**src/csc_consts.vh**
```
// csc_consts.vh: constants for the convergence sublayer sequence and cipher-scope engine.
// Included by csc_convergence.v; definitions only.
`ifndef CSC_CONSTS_VH
`define CSC_CONSTS_VH

// Register byte offsets (32-bit words)
`define CSC_A_CTRL 8'h00
`define CSC_A_CFG 8'h04
`define CSC_A_DISC 8'h08
`define CSC_A_CIPH 8'h0C
`define CSC_A_TXSEQ 8'h10
`define CSC_A_TXHF 8'h14
`define CSC_A_RXSEQ 8'h18
`define CSC_A_RXHF 8'h1C
`define CSC_A_RXLAST 8'h20
`define CSC_A_CNT 8'h24

// Control bits (REEST and VREL: write one for a pulse; DEFER is read-only status)
`define CSC_CTRL_REEST 0
`define CSC_CTRL_VREL 1
`define CSC_CTRL_DEFER 2

// Configuration field positions and reset values
`define CSC_CFG_SNLEN_LO 0
`define CSC_CFG_SNLEN_HI 1
`define CSC_CFG_ACKMODE 2
`define CSC_CFG_SIGBEAR 3
`define CSC_CFG_HC 4
`define CSC_CFG_SEC 5
`define CSC_CFG_RST 6'h00
`define CSC_DISC_RST 16'h0000
`define CSC_CIPH_RST 4'h0

// Sequence number length codes and limits
`define CSC_SN12 2'h0
`define CSC_SN7 2'h1
`define CSC_SN5 2'h2
`define CSC_MAX12 12'hFFF
`define CSC_MAX7 12'h07F
`define CSC_MAX5 12'h01F
`define CSC_WINDOW 12'h800

// Header layout of the first two octets
`define CSC_HDR_DC 15
`define CSC_CTL_STATUS 3'h0
`define CSC_CTL_FEEDBACK 3'h1

// Discard timer slots and tick timing
`define CSC_SLOTS 8
`define CSC_CLK_NS 25
`define CSC_TICK_NS 1000000
`define CSC_TICK_CYC (`CSC_TICK_NS / `CSC_CLK_NS)

`endif

```
**src/csc_convergence.v**
```verilog
// csc_convergence.v: convergence sublayer engine: sequence and hyperframe state, discard timers, cipher scope.
// Assumes a classic Wishbone master, and upper and lower layer logic on the same clock.
//
// The Wishbone slave port and the register addresses were left to the implementer.
`timescale 1ns/1ps
`default_nettype none
`include "csc_consts.vh"

// Contract
// - Re-establishment resets decompressor if enabled, zeroes receive counters, flushes buffers.
// - After re-establishment the staged cipher algorithm and key become active.
// - Discard SDU and PDU on timer expiry or status report confirmation.
// - A discarded PDU already handed down gets a discard indication.
// - Each arriving SDU starts its own discard timer of configured length.
// - Signalling bearers cipher data portion plus authentication code field.
// - User plane ciphers only data; control PDUs are never ciphered.
// - Once security is active, designated PDUs in both directions are ciphered.
// - Integrity only on signalling bearers, over header and data before ciphering.
// - Activating message PDU waits for decoding before its integrity check.
// - Received PDUs with reserved or invalid fields are dropped.
// - PDU and SDU lengths are whole octets.
// - Fields are serialized most significant bit first.
// - SDU is placed in payload from its first bit, unreordered.
// - Integer fields are plain unsigned binary, MSB first.
// - Data PDU carries sequence number; auth code only for signalling bearers.
// - Control PDU carries a status report or compression feedback.
// - Transmitter keeps next sequence and hyperframe forming the count.
// - Receiver keeps next expected sequence and hyperframe forming the count.
// - Acknowledged-mode data bearers record last delivered sequence number.
// - Acknowledged-mode reordering window is 2048.
// - Maximum sequence is 4095, 127 or 31 for 12, 7, 5 bits.
// - Transmit sequence wraps past maximum to zero and bumps hyperframe.
module csc_convergence #(
	parameter TICK_CYCLES = `CSC_TICK_CYC
)(
	input wire clk,
	input wire sys_rst,
	input wire wb_cyc_i,
	input wire wb_stb_i,
	input wire wb_we_i,
	input wire [7:0] wb_adr_i,
	input wire [3:0] wb_sel_i,
	input wire [31:0] wb_dat_i,
	output reg [31:0] wb_dat_o,
	output reg wb_ack_o,
	input wire sdu_valid,
	output reg sdu_ready_reg,
	output reg tx_pdu_valid_reg,
	input wire tx_pdu_ready,
	output reg [11:0] tx_pdu_seq_reg,
	output reg [31:0] tx_pdu_count_reg,
	output reg tx_cipher_reg,
	output reg tx_cipher_mac_reg,
	output reg tx_integ_reg,
	input wire confirm_valid,
	input wire [11:0] confirm_seq,
	output reg disc_ind_valid_reg,
	output reg [11:0] disc_ind_seq_reg,
	input wire rx_pdu_valid,
	input wire [15:0] rx_pdu_hdr,
	input wire [15:0] rx_pdu_bits,
	input wire rx_pdu_activates,
	output reg rx_out_valid_reg,
	output reg [11:0] rx_out_seq_reg,
	output reg [31:0] rx_out_count_reg,
	output reg rx_decipher_reg,
	output reg rx_decipher_mac_reg,
	output reg rx_verify_reg,
	output reg rx_ctl_valid_reg,
	output reg [2:0] rx_ctl_type_reg,
	output reg rx_defer_reg,
	output reg rx_verify_late_reg,
	output reg [31:0] rx_defer_count_reg,
	output reg rx_flush_reg,
	output reg decomp_reset_reg,
	output reg [3:0] cipher_alg_reg,
	output reg [3:0] cipher_key_reg
);

	reg [1:0] cfg_snlen_reg;
	reg cfg_ackmode_reg;
	reg cfg_sigbear_reg;
	reg cfg_hc_reg;
	reg cfg_sec_reg;
	reg [15:0] disc_time_reg;
	reg [3:0] nxt_alg_reg;
	reg [3:0] nxt_key_reg;
	reg reest_reg;
	reg vrel_reg;
	reg [11:0] tx_next_seq_reg;
	reg [26:0] tx_hyperframe_reg;
	reg [11:0] rx_next_seq_reg;
	reg [26:0] rx_hyperframe_reg;
	reg [11:0] rx_last_delivered_seq_reg;
	reg [15:0] rx_drop_cnt_reg;
	reg [15:0] tx_disc_cnt_reg;
	reg [15:0] tick_cnt_reg;
	reg tick_reg;
	reg [2:0] pend_slot_reg;
	reg [11:0] max_seq_value;
	reg [31:0] rd_data;
	reg [11:0] rx_seq;
	reg rx_bad;
	reg pend_n;
	reg [7:0] kill_vec;
	reg [2:0] kill_idx;
	reg kill_any;
	integer k;
	wire [7:0] s_act;
	wire [7:0] s_sub;
	wire [7:0] s_drop;
	wire [7:0] act_n;
	wire [8*12-1:0] s_seq;

	// Count: hyperframe above, sequence below, for the configured length
	function [31:0] mk_count;
		input [26:0] hf;
		input [11:0] sq;
		input [1:0] len;
		begin
			case (len)
				`CSC_SN7: mk_count = {hf[24:0], sq[6:0]};
				`CSC_SN5: mk_count = {hf[26:0], sq[4:0]};
				default: mk_count = {hf[19:0], sq};
			endcase
		end
	endfunction

	function [31:0] merge;
		input [31:0] old;
		input [31:0] nw;
		input [3:0] sel;
		begin
			merge = {sel[3] ? nw[31:24] : old[31:24], sel[2] ? nw[23:16] : old[23:16],
				sel[1] ? nw[15:8] : old[15:8], sel[0] ? nw[7:0] : old[7:0]};
		end
	endfunction

	always @*
	begin
		case (cfg_snlen_reg)
			`CSC_SN7: max_seq_value = `CSC_MAX7;
			`CSC_SN5: max_seq_value = `CSC_MAX5;
			default: max_seq_value = `CSC_MAX12;
		endcase
	end

	// Wishbone slave: one wait state, write takes effect as ack rises
	wire wb_req = wb_cyc_i & wb_stb_i & ~wb_ack_o;
	wire wb_wr = wb_req & wb_we_i;
	wire [31:0] cfg_word = {26'h0000000, cfg_sec_reg, cfg_hc_reg, cfg_sigbear_reg, cfg_ackmode_reg, cfg_snlen_reg};
	wire [31:0] ciph_word = {16'h0000, cipher_key_reg, cipher_alg_reg, nxt_key_reg, nxt_alg_reg};
	wire [31:0] cfg_w = merge(cfg_word, wb_dat_i, wb_sel_i);
	wire [31:0] disc_w = merge({16'h0000, disc_time_reg}, wb_dat_i, wb_sel_i);
	wire [31:0] ciph_w = merge(ciph_word, wb_dat_i, wb_sel_i);

	always @*
	begin
		case (wb_adr_i)
			`CSC_A_CTRL: rd_data = {29'h00000000, rx_defer_reg, 2'h0};
			`CSC_A_CFG: rd_data = cfg_word;
			`CSC_A_DISC: rd_data = {16'h0000, disc_time_reg};
			`CSC_A_CIPH: rd_data = ciph_word;
			`CSC_A_TXSEQ: rd_data = {20'h00000, tx_next_seq_reg};
			`CSC_A_TXHF: rd_data = {5'h00, tx_hyperframe_reg};
			`CSC_A_RXSEQ: rd_data = {20'h00000, rx_next_seq_reg};
			`CSC_A_RXHF: rd_data = {5'h00, rx_hyperframe_reg};
			`CSC_A_RXLAST: rd_data = {20'h00000, rx_last_delivered_seq_reg};
			`CSC_A_CNT: rd_data = {tx_disc_cnt_reg, rx_drop_cnt_reg};
			default: rd_data = 32'h00000000;
		endcase
	end

	always @(posedge clk or posedge sys_rst)
	begin
		if (sys_rst)
		begin
			wb_ack_o <= 1'b0;
			wb_dat_o <= 32'h00000000;
			cfg_snlen_reg <= `CSC_SN12;
			cfg_ackmode_reg <= 1'b0;
			cfg_sigbear_reg <= 1'b0;
			cfg_hc_reg <= 1'b0;
			cfg_sec_reg <= 1'b0;
			disc_time_reg <= `CSC_DISC_RST;
			nxt_alg_reg <= `CSC_CIPH_RST;
			nxt_key_reg <= `CSC_CIPH_RST;
			cipher_alg_reg <= `CSC_CIPH_RST;
			cipher_key_reg <= `CSC_CIPH_RST;
			reest_reg <= 1'b0;
			vrel_reg <= 1'b0;
		end
		else
		begin
			wb_ack_o <= wb_req;
			wb_dat_o <= (wb_req & ~wb_we_i) ? rd_data : 32'h00000000;
			reest_reg <= wb_wr & (wb_adr_i == `CSC_A_CTRL) & wb_sel_i[0] & wb_dat_i[`CSC_CTRL_REEST];
			vrel_reg <= wb_wr & (wb_adr_i == `CSC_A_CTRL) & wb_sel_i[0] & wb_dat_i[`CSC_CTRL_VREL];
			if (wb_wr & (wb_adr_i == `CSC_A_CFG))
			begin
				cfg_snlen_reg <= cfg_w[`CSC_CFG_SNLEN_HI:`CSC_CFG_SNLEN_LO];
				cfg_ackmode_reg <= cfg_w[`CSC_CFG_ACKMODE];
				cfg_sigbear_reg <= cfg_w[`CSC_CFG_SIGBEAR];
				cfg_hc_reg <= cfg_w[`CSC_CFG_HC];
				cfg_sec_reg <= cfg_w[`CSC_CFG_SEC];
			end
			if (wb_wr & (wb_adr_i == `CSC_A_DISC))
				disc_time_reg <= disc_w[15:0];
			if (wb_wr & (wb_adr_i == `CSC_A_CIPH))
			begin
				nxt_alg_reg <= ciph_w[3:0];
				nxt_key_reg <= ciph_w[7:4];
			end
			// Before security is active the staged choice is used at once; later only a re-establishment swaps it
			if (reest_reg | ~cfg_sec_reg)
			begin
				cipher_alg_reg <= nxt_alg_reg;
				cipher_key_reg <= nxt_key_reg;
			end
		end
	end

	// Millisecond tick for the discard timers
	always @(posedge clk or posedge sys_rst)
	begin
		if (sys_rst)
		begin
			tick_cnt_reg <= 16'h0000;
			tick_reg <= 1'b0;
		end
		else
		begin
			tick_reg <= (tick_cnt_reg == TICK_CYCLES[15:0] - 16'h0001);
			tick_cnt_reg <= (tick_cnt_reg == TICK_CYCLES[15:0] - 16'h0001) ? 16'h0000 : tick_cnt_reg + 16'h0001;
		end
	end

	wire sdu_take = sdu_valid & sdu_ready_reg & ~reest_reg;
	wire handoff = tx_pdu_valid_reg & tx_pdu_ready;
	wire pend_kill = kill_any & (kill_idx == pend_slot_reg);
	wire tx_wrap = (tx_next_seq_reg >= max_seq_value);
	wire [11:0] tx_seq_inc = tx_wrap ? 12'h000 : tx_next_seq_reg + 12'h001;
	wire [11:0] tx_seq_n = sdu_take ? tx_seq_inc : tx_next_seq_reg;

	// One discard timer per outstanding SDU, slot chosen by low sequence bits
	genvar gi;
	generate
		for (gi = 0; gi < `CSC_SLOTS; gi = gi + 1)
		begin : g_slot
			localparam [2:0] IDX = gi;
			reg act_r;
			reg sub_r;
			reg conf_r;
			reg tmr_on_r;
			reg [15:0] tmr_r;
			reg [11:0] seq_r;
			wire load = sdu_take & (tx_next_seq_reg[2:0] == IDX);
			wire kill = kill_vec[gi] | reest_reg;
			assign s_act[gi] = act_r;
			assign s_sub[gi] = sub_r | (handoff & (pend_slot_reg == IDX));
			assign s_drop[gi] = act_r & ((tmr_on_r & (tmr_r == 16'h0000)) | conf_r);
			assign act_n[gi] = (act_r & ~kill) | load;
			assign s_seq[gi*12 +: 12] = seq_r;
			always @(posedge clk or posedge sys_rst)
			begin
				if (sys_rst)
				begin
					act_r <= 1'b0;
					sub_r <= 1'b0;
					conf_r <= 1'b0;
					tmr_on_r <= 1'b0;
					tmr_r <= 16'h0000;
					seq_r <= 12'h000;
				end
				else if (kill)
				begin
					act_r <= 1'b0;
					sub_r <= 1'b0;
					conf_r <= 1'b0;
				end
				else if (load)
				begin
					act_r <= 1'b1;
					sub_r <= 1'b0;
					conf_r <= 1'b0;
					tmr_r <= disc_time_reg;
					tmr_on_r <= (disc_time_reg != 16'h0000);
					seq_r <= tx_next_seq_reg;
				end
				else
				begin
					if (tick_reg & (tmr_r != 16'h0000))
						tmr_r <= tmr_r - 16'h0001;
					if (confirm_valid & act_r & (confirm_seq == seq_r))
						conf_r <= 1'b1;
					if (handoff & (pend_slot_reg == IDX))
						sub_r <= 1'b1;
				end
			end
		end
	endgenerate

	// One discard per cycle, lowest slot first; the others wait with their flag held
	always @*
	begin
		kill_vec = 8'h00;
		kill_idx = 3'h0;
		kill_any = 1'b0;
		for (k = `CSC_SLOTS - 1; k >= 0; k = k - 1)
			if (s_drop[k])
			begin
				kill_idx = k[2:0];
				kill_any = 1'b1;
			end
		if (kill_any)
			kill_vec[kill_idx] = 1'b1;
	end

	always @*
	begin
		if (reest_reg)
			pend_n = 1'b0;
		else if (sdu_take)
			pend_n = 1'b1;
		else if (handoff | pend_kill)
			pend_n = 1'b0;
		else
			pend_n = tx_pdu_valid_reg;
	end

	// Transmit side
	always @(posedge clk or posedge sys_rst)
	begin
		if (sys_rst)
		begin
			sdu_ready_reg <= 1'b0;
			tx_pdu_valid_reg <= 1'b0;
			tx_pdu_seq_reg <= 12'h000;
			tx_pdu_count_reg <= 32'h00000000;
			tx_cipher_reg <= 1'b0;
			tx_cipher_mac_reg <= 1'b0;
			tx_integ_reg <= 1'b0;
			disc_ind_valid_reg <= 1'b0;
			disc_ind_seq_reg <= 12'h000;
			tx_next_seq_reg <= 12'h000;
			tx_hyperframe_reg <= 27'h0000000;
			tx_disc_cnt_reg <= 16'h0000;
			pend_slot_reg <= 3'h0;
		end
		else
		begin
			// Ready is computed from next state so a taken SDU always finds a free slot
			sdu_ready_reg <= ~pend_n & ~act_n[tx_seq_n[2:0]];
			tx_pdu_valid_reg <= pend_n;
			disc_ind_valid_reg <= kill_any & s_sub[kill_idx] & ~reest_reg;
			disc_ind_seq_reg <= s_seq[kill_idx*12 +: 12];
			if (kill_any & ~reest_reg)
				tx_disc_cnt_reg <= tx_disc_cnt_reg + 16'h0001;
			if (sdu_take)
			begin
				pend_slot_reg <= tx_next_seq_reg[2:0];
				tx_pdu_seq_reg <= tx_next_seq_reg;
				tx_pdu_count_reg <= mk_count(tx_hyperframe_reg, tx_next_seq_reg, cfg_snlen_reg);
				tx_cipher_reg <= cfg_sec_reg;
				tx_cipher_mac_reg <= cfg_sec_reg & cfg_sigbear_reg;
				tx_integ_reg <= cfg_sec_reg & cfg_sigbear_reg;
				tx_next_seq_reg <= tx_seq_inc;
				if (tx_wrap)
					tx_hyperframe_reg <= tx_hyperframe_reg + 27'h0000001;
			end
		end
	end

	// Receive header checks
	always @*
	begin
		case (cfg_snlen_reg)
			`CSC_SN7:
			begin
				rx_seq = {5'h00, rx_pdu_hdr[14:8]};
				rx_bad = 1'b0;
			end
			`CSC_SN5:
			begin
				rx_seq = {7'h00, rx_pdu_hdr[12:8]};
				rx_bad = (rx_pdu_hdr[14:13] != 2'h0);
			end
			default:
			begin
				rx_seq = rx_pdu_hdr[11:0];
				rx_bad = (rx_pdu_hdr[14:12] != 3'h0);
			end
		endcase
		if (~rx_pdu_hdr[`CSC_HDR_DC])
			rx_bad = (rx_pdu_hdr[14:12] != `CSC_CTL_STATUS) & (rx_pdu_hdr[14:12] != `CSC_CTL_FEEDBACK);
		if (rx_pdu_bits[2:0] != 3'h0)
			rx_bad = 1'b1;
	end

	wire [11:0] rx_dist = (rx_seq - rx_next_seq_reg) & max_seq_value;
	wire rx_stale = cfg_ackmode_reg & (cfg_snlen_reg == `CSC_SN12) & (rx_dist >= `CSC_WINDOW);
	wire rx_data = rx_pdu_valid & rx_pdu_hdr[`CSC_HDR_DC] & ~rx_bad & ~rx_stale & ~reest_reg;
	wire rx_ctl = rx_pdu_valid & ~rx_pdu_hdr[`CSC_HDR_DC] & ~rx_bad & ~reest_reg;
	wire rx_wrap = (rx_seq >= max_seq_value);
	wire [31:0] rx_count = mk_count(rx_hyperframe_reg, rx_seq, cfg_snlen_reg);
	wire rx_act_msg = rx_data & rx_pdu_activates & cfg_sigbear_reg;

	// Receive side
	always @(posedge clk or posedge sys_rst)
	begin
		if (sys_rst)
		begin
			rx_out_valid_reg <= 1'b0;
			rx_out_seq_reg <= 12'h000;
			rx_out_count_reg <= 32'h00000000;
			rx_decipher_reg <= 1'b0;
			rx_decipher_mac_reg <= 1'b0;
			rx_verify_reg <= 1'b0;
			rx_ctl_valid_reg <= 1'b0;
			rx_ctl_type_reg <= 3'h0;
			rx_defer_reg <= 1'b0;
			rx_verify_late_reg <= 1'b0;
			rx_defer_count_reg <= 32'h00000000;
			rx_flush_reg <= 1'b0;
			decomp_reset_reg <= 1'b0;
			rx_next_seq_reg <= 12'h000;
			rx_hyperframe_reg <= 27'h0000000;
			rx_last_delivered_seq_reg <= 12'h000;
			rx_drop_cnt_reg <= 16'h0000;
		end
		else
		begin
			rx_out_valid_reg <= rx_data;
			rx_ctl_valid_reg <= rx_ctl;
			rx_flush_reg <= reest_reg;
			decomp_reset_reg <= reest_reg & cfg_hc_reg;
			rx_verify_late_reg <= vrel_reg & rx_defer_reg;
			if (rx_pdu_valid & ~reest_reg & (rx_bad | (rx_pdu_hdr[`CSC_HDR_DC] & rx_stale)))
				rx_drop_cnt_reg <= rx_drop_cnt_reg + 16'h0001;
			if (rx_ctl)
				rx_ctl_type_reg <= rx_pdu_hdr[14:12];
			if (reest_reg)
			begin
				rx_next_seq_reg <= 12'h000;
				rx_hyperframe_reg <= 27'h0000000;
				rx_defer_reg <= 1'b0;
			end
			else
			begin
				if (vrel_reg)
					rx_defer_reg <= 1'b0;
				if (rx_act_msg)
				begin
					rx_defer_reg <= 1'b1;
					rx_defer_count_reg <= rx_count;
				end
				if (rx_data)
				begin
					rx_out_seq_reg <= rx_seq;
					rx_out_count_reg <= rx_count;
					rx_decipher_reg <= cfg_sec_reg;
					rx_decipher_mac_reg <= cfg_sec_reg & cfg_sigbear_reg;
					rx_verify_reg <= cfg_sec_reg & cfg_sigbear_reg & ~rx_pdu_activates;
					rx_next_seq_reg <= rx_wrap ? 12'h000 : rx_seq + 12'h001;
					if (rx_wrap)
						rx_hyperframe_reg <= rx_hyperframe_reg + 27'h0000001;
					if (cfg_ackmode_reg & ~cfg_sigbear_reg)
						rx_last_delivered_seq_reg <= rx_seq;
				end
			end
		end
	end

endmodule
`default_nettype wire

```
**config.mk**
```make
export PLATFORM = sky130hd
export DESIGN_NAME = csc_convergence
export DESIGN_NICKNAME = d
export VERILOG_FILES = /design/src/csc_convergence.v
export VERILOG_INCLUDE_DIRS = /design/src
export SDC_FILE = /design/constraint.sdc
export NUM_CORES = 2
export LEC_CHECK = 0
export BUFFER_PORTS_ARGS = -buffer_cell sky130_fd_sc_hd__buf_2
export CAP_MARGIN = 20
export CORE_AREA = 2 2 318 320
export DETAILED_ROUTE_END_ITERATION = 12
export DIE_AREA = 0 0 320 322
export GPL_TIMING_DRIVEN = 0
export MAX_ROUTING_LAYER = met4
export PLACE_DENSITY = 0.48
export SLEW_MARGIN = 20
export SYNTH_ARGS = -nofsm -noshare
export SYNTH_HDL_FRONTEND = slang
export SYNTH_SLANG_ARGS = --single-unit
```
**constraint.sdc**
```tcl
create_clock -name clk -period 19 [get_ports clk]
set_input_delay 0 -clock clk [delete_from_list [all_inputs] [get_ports clk]]
set_output_delay 0 -clock clk [all_outputs]
set_load 0.03 [all_outputs]
```
* Word-level counts from Yosys, hierarchy flattened
Index checks and enable logic that the tools add are counted.
** Word-level totals
- Register bits :: 620
- Bits of input ports :: 98
- Output and inout bits :: 191
** Cells by class
- Add/subtract/negate cells :: 16
- Multiply operators :: 1
- $lt $le $gt $ge :: 6
- Eq/ne operators :: 36
- Shift operators :: 1
- Multiplexer cells :: 127
- Bitwise operators :: 158
- Reductions and logical operators :: 85
** Operator list (count)
- 32-bit one-hot mux with 10 select lines :: 1
- 16-bit two-way mux :: 17
- 16-bit nonzero test :: 9
- 16-bit logical NOT :: 8
- 32-bit one-hot mux with 2 select lines :: 2
- 16-bit by 1-bit subtractor with 16-bit output, second input constant :: 8
- 1-bit bitwise AND :: 103
- 12-bit equality test :: 8
- 96-bit by 8-bit indexed part select with 12-bit output :: 1
- 1-bit two-way mux :: 83
- 27-bit two-way mux :: 3
- 3-bit nonzero test :: 19
- 27-bit by 1-bit adder with 27-bit output, second input constant :: 2
- 16-bit by 1-bit adder with 16-bit output, second input constant :: 3
- 12-bit two-way mux :: 4
- 12-bit one-hot mux with 2 select lines :: 2
- 2-bit AND reduction :: 24
- 2-bit nonzero test :: 19
- 1-bit OR :: 35
- 8-bit by 5-bit equality test with 1-bit output, second input constant :: 4
- 32-bit two-way mux :: 1
- 3-bit two-way mux :: 9
- 12-bit by 1-bit adder with 12-bit output, second input constant :: 2
- 3-bit equality test, second input constant :: 8
- other kinds (27) :: 55

* Longest topological paths before layout
- Depth after elaboration :: 25
- Gate-level depth with buffers :: 21

* Least setup slack after synthesis
OpenSTA, ideal clock, no wires.
- Path type :: register to register
- Start :: register cfg_snlen_reg[1]
- End :: register rx_last_delivered_seq_reg[0]
- Library setup time :: 0.125 ns
- Arrival time :: 4.566 ns
- Setup slack :: 14.310 ns
- Cell stages (with the launch flop) :: 20
- Path through :: dfrtp_1 -> inv_1 -> ha_1 -> clkbuf_1 -> clkbuf_1 -> buf_1 -> nor2b_1 -> ha_1 -> a21o_1 -> a21o_1 -> a21oi_1 -> mux2i_1 -> a31oi_1 -> and2_1 -> clkbuf_1 -> nand3_1 -> clkbuf_1 -> nor3b_1 -> clkbuf_1 -> mux2_2
** On the way
- Cells in the longest elaborated chain, start to end :: 10
- Elaborated cells on any way between the ends :: 19
- Those cells by class :: add/sub: 1; order compare: 1; eq/ne: 2; mux: 5; bitwise: 8; reduce/logical: 2
** RTL lines
- start, declared :: line csc_convergence.v:80 : reg [1:0] cfg_snlen_reg;
- start signal, assigned :: line csc_convergence.v:180 : cfg_snlen_reg <= `CSC_SN12;
- start signal, assigned :: line csc_convergence.v:201 : cfg_snlen_reg <= cfg_w[`CSC_CFG_SNLEN_HI:`CSC_CFG_SNLEN_LO];
- 2-bit equality test or 2-bit by 1-bit equality test with 1-bit output (tied branches) :: line csc_convergence.v:377 : case (cfg_snlen_reg)
- 12-bit one-hot mux with 2 select lines * :: line csc_convergence.v:377
- named net rx_seq[7] :: line csc_convergence.v:102 : reg [11:0] rx_seq;
- 12-bit subtractor * :: line csc_convergence.v:400 : wire [11:0] rx_dist = (rx_seq - rx_next_seq_reg) & max_seq_value;
- 12-bit bitwise AND * :: line csc_convergence.v:400
- 12-bit greater-or-equal comparator (no source line) *
- 1-bit bitwise AND * :: line csc_convergence.v:401 : wire rx_stale = cfg_ackmode_reg & (cfg_snlen_reg == `CSC_SN12) & (rx_dist >= `CSC_WINDOW);
- 1-bit NOT * :: line csc_convergence.v:402 : wire rx_data = rx_pdu_valid & rx_pdu_hdr[`CSC_HDR_DC] & ~rx_bad & ~rx_stale & ~reest_reg;
- 1-bit bitwise AND * (2 in series) :: line csc_convergence.v:402
- 3-bit AND reduction (no source line) *
- end signal, assigned :: line csc_convergence.v:468 : rx_last_delivered_seq_reg <= rx_seq;
- end, declared :: line csc_convergence.v:94 : reg [11:0] rx_last_delivered_seq_reg;
The timed path passes the listed nets; every way through them passes the cells marked *.
A chain may end at the register's enable or synchronous reset.

* Worst setup path after layout
- Start :: register cfg_snlen_reg[1]
- End :: register rx_last_delivered_seq_reg[3]
** On the way
- Cells in the longest elaborated chain, start to end :: 10
- Elaborated cells on any way between the ends :: 19
- Those cells by class :: add/sub: 1; order compare: 1; eq/ne: 2; mux: 5; bitwise: 8; reduce/logical: 2
** RTL lines (line)
- 2-bit equality test or 2-bit by 1-bit equality test with 1-bit output (tied branches) :: csc_convergence.v:141, csc_convergence.v:377
- 12-bit one-hot mux with 2 select lines :: csc_convergence.v:377
- 12-bit subtractor :: csc_convergence.v:400
- 12-bit bitwise AND :: csc_convergence.v:400
- 12-bit greater-or-equal comparator (no source line)
- 1-bit bitwise AND :: csc_convergence.v:401
- 1-bit NOT :: csc_convergence.v:402
- 1-bit bitwise AND (2 in series) :: csc_convergence.v:402
- 3-bit AND reduction (no source line)
Parallel ways exist; a longest one is shown, timed or not.

==> reports/results.txt <==
Starting Density: 0.3171
async set-reset flop share out of synthesis: 1.000
first-pass GRT wire length: 179,900 um
largest registers: g_slot.tmr_r: 128 flops, g_slot.seq_r: 96 flops
die height: 322 um
IO Count: 289
grt met2 use: 0.3794
Slew headroom: 0.2095
DR iter-0 viols: 2,789
Rows: 116
Clock Tree Buf Depth: 3
Leakage: 17.27 nW
Final Cycle Share: 0.3622
met1 usage: 0.3141
vias in the first global route: 27,020
Yosys Warn Count: 0
final wirelength: 120,300 um
htree depth: 3
Detailed Place HPWL: 88,000 um
TritonRoute pass-1 iters: 10
final clock skew: 0.02666 ns
CP Data Arrival Time: 7.43 ns
All-Layer GR Usage: 0.2377
Setup Fix Bufs, Post-CTS: 0
Max Slew Vio Count: 0
Tmin final: 6.882 ns
cell area after synthesis: 31,570 um2
number of buffers created by CTS: 78
Multi-input gate area: 15,080 um2
Worst Hold Launch: rx_pdu_hdr[4]
DR WL/cell: 23.52 um
CP Capture Type: flip-flop
fin cells: 5,114
Place WS: 12.17 ns
placed standard-cell area: 34,660 um2
max frequency: 0.1453 GHz
sequential share of the synthesized area: 0.4811
core box area: 99,570 um2
Vias/cell: 5.441
fraction of layout cells with a size suffix above 1: 0.1659
Port Buffers: 244
CP Max Fanout: 10
Top reg by flops: g_slot.tmr_r
Synth Instances: 3,368
Design Area, Final: 37,860 um2
Fillers: 10,170
hold endpoint: rx_out_seq_reg[4]
max FFs per register: 128
clk_lat worst skew: 0.66 ns
width of the chip: 320 um
busiest grt layer: met2
Post-synth EDFFs: 0
Die ar.: 103,000 um2
status: completed
Final WS setup: 12.12 ns
Hold/Removal Path Class: in -> reg
Register-to-Register Path Depth: 19
RSZ-0062 raised after global routing: false
flop-to-flop setup slack: 12.12 ns
Setup CP Type: reg -> reg
RR Startpoint: cfg_snlen_reg[1]
Pwr Density: 100.7 nW/um2
area grow syn2layout: 19.90%
CTS tree: built
clk slew on worst S/H paths: 0.06 ns
Global Route met3 Usage: 0.03496
# DRC: 0
Worst Path Required: 19.54 ns
R2R Path End: rx_last_delivered_seq_reg[3]
global route overflow: 0
Worst Tran Pin Value: 1.186 ns
initial antenna violation count: 12
placed insts: 4,919
Fin. Hold Viols: 0
area taken by flip-flops and latches: 15,190 um2
RePlAce Congestion: 0.9146
pin count of the biggest net entering global routing: 99
Synth cell types: 76
Worst VDD drop: 0.05311 mV
ys flop type: dfrtp_1
via count: 27,820
Sink Count: 607
fin nets: 3,894
Syn Nets: 3,516
worst hold stages: 5
CP Launch Type: flip-flop
Routed Antenna Nets: 0
Avg Cell Area, Syn: 9.375 um2
setup violators final: 0
clk root buf: clkbuf_16
Final Util: 0.3802
number of max-cap violations: 0
synthesized flop and latch total: 607
## cell usage in the layout, fill, tap and decap left out, types with 14 or more instances in the layout
cell and n:
a21oi_1 234, a221oi_1 15, a222oi_1 33, a22o_1 14, a22oi_1 114, a31oi_1 27, and2_1 21, and3_1 57
buf_2 262, buf_4 19, clkbuf_1 212, clkbuf_16 82, clkbuf_8 21, dfrtp_1 607, dlygate4sd3_1 44, ha_1 50
inv_1 76, mux2_2 177, nand2_1 460, nand2b_1 14, nand3_1 100, nand4_1 43, nor2_1 239, nor2b_1 18
nor3_1 85, nor4_1 43, o21ai_0 248, o22ai_1 34, or3_1 32, xnor2_1 89, xor2_1 96
## cell families (layout without fill, tap and decap cells)
| logic type | count (synthesis) | after routing | synth area share |
|---|---|---|---|
| muxes | 186 | 186 | 0.06598 |
| and+or+nand+nor | 1171 | 1171 | 0.1718 |
| xor gates and xnor gates | 185 | 185 | 0.05132 |
| buffers and inverters | 328 | 769 | 0.04208 |
| AOI/OAI and AO/OA | 841 | 841 | 0.1679 |
| adders and majority gates | 50 | 50 | 0.01981 |
| other | 0 | 7 | 0 |
| DFF | 607 | 607 | 0.4811 |
## synthesized netlist by cell type (all sizes together), types with 13 or more instances
cell type / count / area (um2)
a222oi: 33 / 330.3
nand2: 461 / 1733
mux2: 177 / 1993
clkbuf: 199 / 747.0
nor4: 44 / 275.3
inv: 78 / 292.8
nand4: 43 / 269.0
nor2b: 18 / 112.6
nor2: 239 / 897.1
a31oi: 27 / 168.9
and3: 57 / 356.6
dfrtp: 607 / 15190
xor2: 96 / 840.8
nand2b: 14 / 87.58
a21oi: 235 / 1180
and2: 21 / 131.4
buf: 50 / 285.3
ha: 50 / 625.6
a221oi: 17 / 172.7
o21ai: 260 / 1301
o22ai: 34 / 212.7
a22o: 14 / 122.6
nor3: 87 / 435.4
or3: 32 / 200.2
nand3: 100 / 500.5
or2: 13 / 81.33
xnor2: 89 / 779.5
a22oi: 114 / 855.8
## repair_timing
| action | 4_1_cts | 5_1_grt |
|---|---|---|
| resized for setup | 0 | 0 |
| hold endpoints to repair | 406 | 0 |
| hold buffers | 44 | 0 |
## per-stage QoR
step / total power, mW / setup TNS (ns) / hold slack [ns]
after floorplan: 1.997 / 0 / 0.09672
after global placement: 2.229 / -3887.22 / 0.2577
after detailed placement: 2.235 / 0 / 0.09658
after CTS: 3.842 / 0 / 0.006219
after global routing: 3.998 / 0 / 0.04045
final: 3.813 / 0 / 0.01200
## routing by layer
metal  up-vias  routed length (um)
met4         0                3174
met1     13900               52890
li1      12800                   -
met2       942               57210
met5         -                   0
met3       185                7000
## worst max path at each step
| stage | startpoint | to | slack (ns) | cells after the start |
|---|---|---|---|---|
| final | cfg_snlen_reg[1] | rx_last_delivered_seq_reg[3] | 12.12 | 19 |
| after global routing | cfg_snlen_reg[1] | rx_defer_count_reg[8] | 11.75 | 20 |
| after CTS | cfg_snlen_reg[1] | rx_defer_count_reg[1] | 12.13 | 20 |
| after detailed placement | cfg_snlen_reg[1] | rx_defer_count_reg[1] | 12.17 | 20 |
| after global placement | sys_rst | rx_out_count_reg[21] | -6.47 | 2 |
| after floorplan | sys_rst | cfg_ackmode_reg | 2.01 | 1 |
## power breakdown
group	internal, mW	total (mW)	switching [mW]	leakage [nW]
clock	0.965	1.58	0.617	1.34
sequential	1.43	1.57	0.145	8.02
combinational	0.232	0.660	0.428	7.91
total	2.62	3.81	1.19	17.3
## critical path, stage by stage (launching register included)
cell      delay (ns)
dfrtp_1         0.49
inv_1           0.11
ha_1            0.61
clkbuf_1        0.45
clkbuf_1        0.59
nand2_1         0.10
o22ai_1         0.79
ha_1            0.38
nor2b_1         0.13
o21a_1          0.15
o21ai_0         0.18
a21oi_1         0.14
a31oi_1         0.21
and2_1          0.15
clkbuf_1        0.34
nand3_1         0.23
clkbuf_1        0.37
nor3b_1         0.47
clkbuf_1        0.47
mux2_2          0.39
## final cells by class
type | count | area share
antenna | 7 | 0.0004627
timing repair buffer | 298 | 0.04961
clock inverter | 25 | 0.008725
sequential | 607 | 0.4012
multi-input combinational | 2433 | 0.3984
inverter | 79 | 0.008031
clock buffer | 118 | 0.06332
tap | 1298 | 0.04290
buffer | 249 | 0.02733
Power figures use the tool's default switching activity.
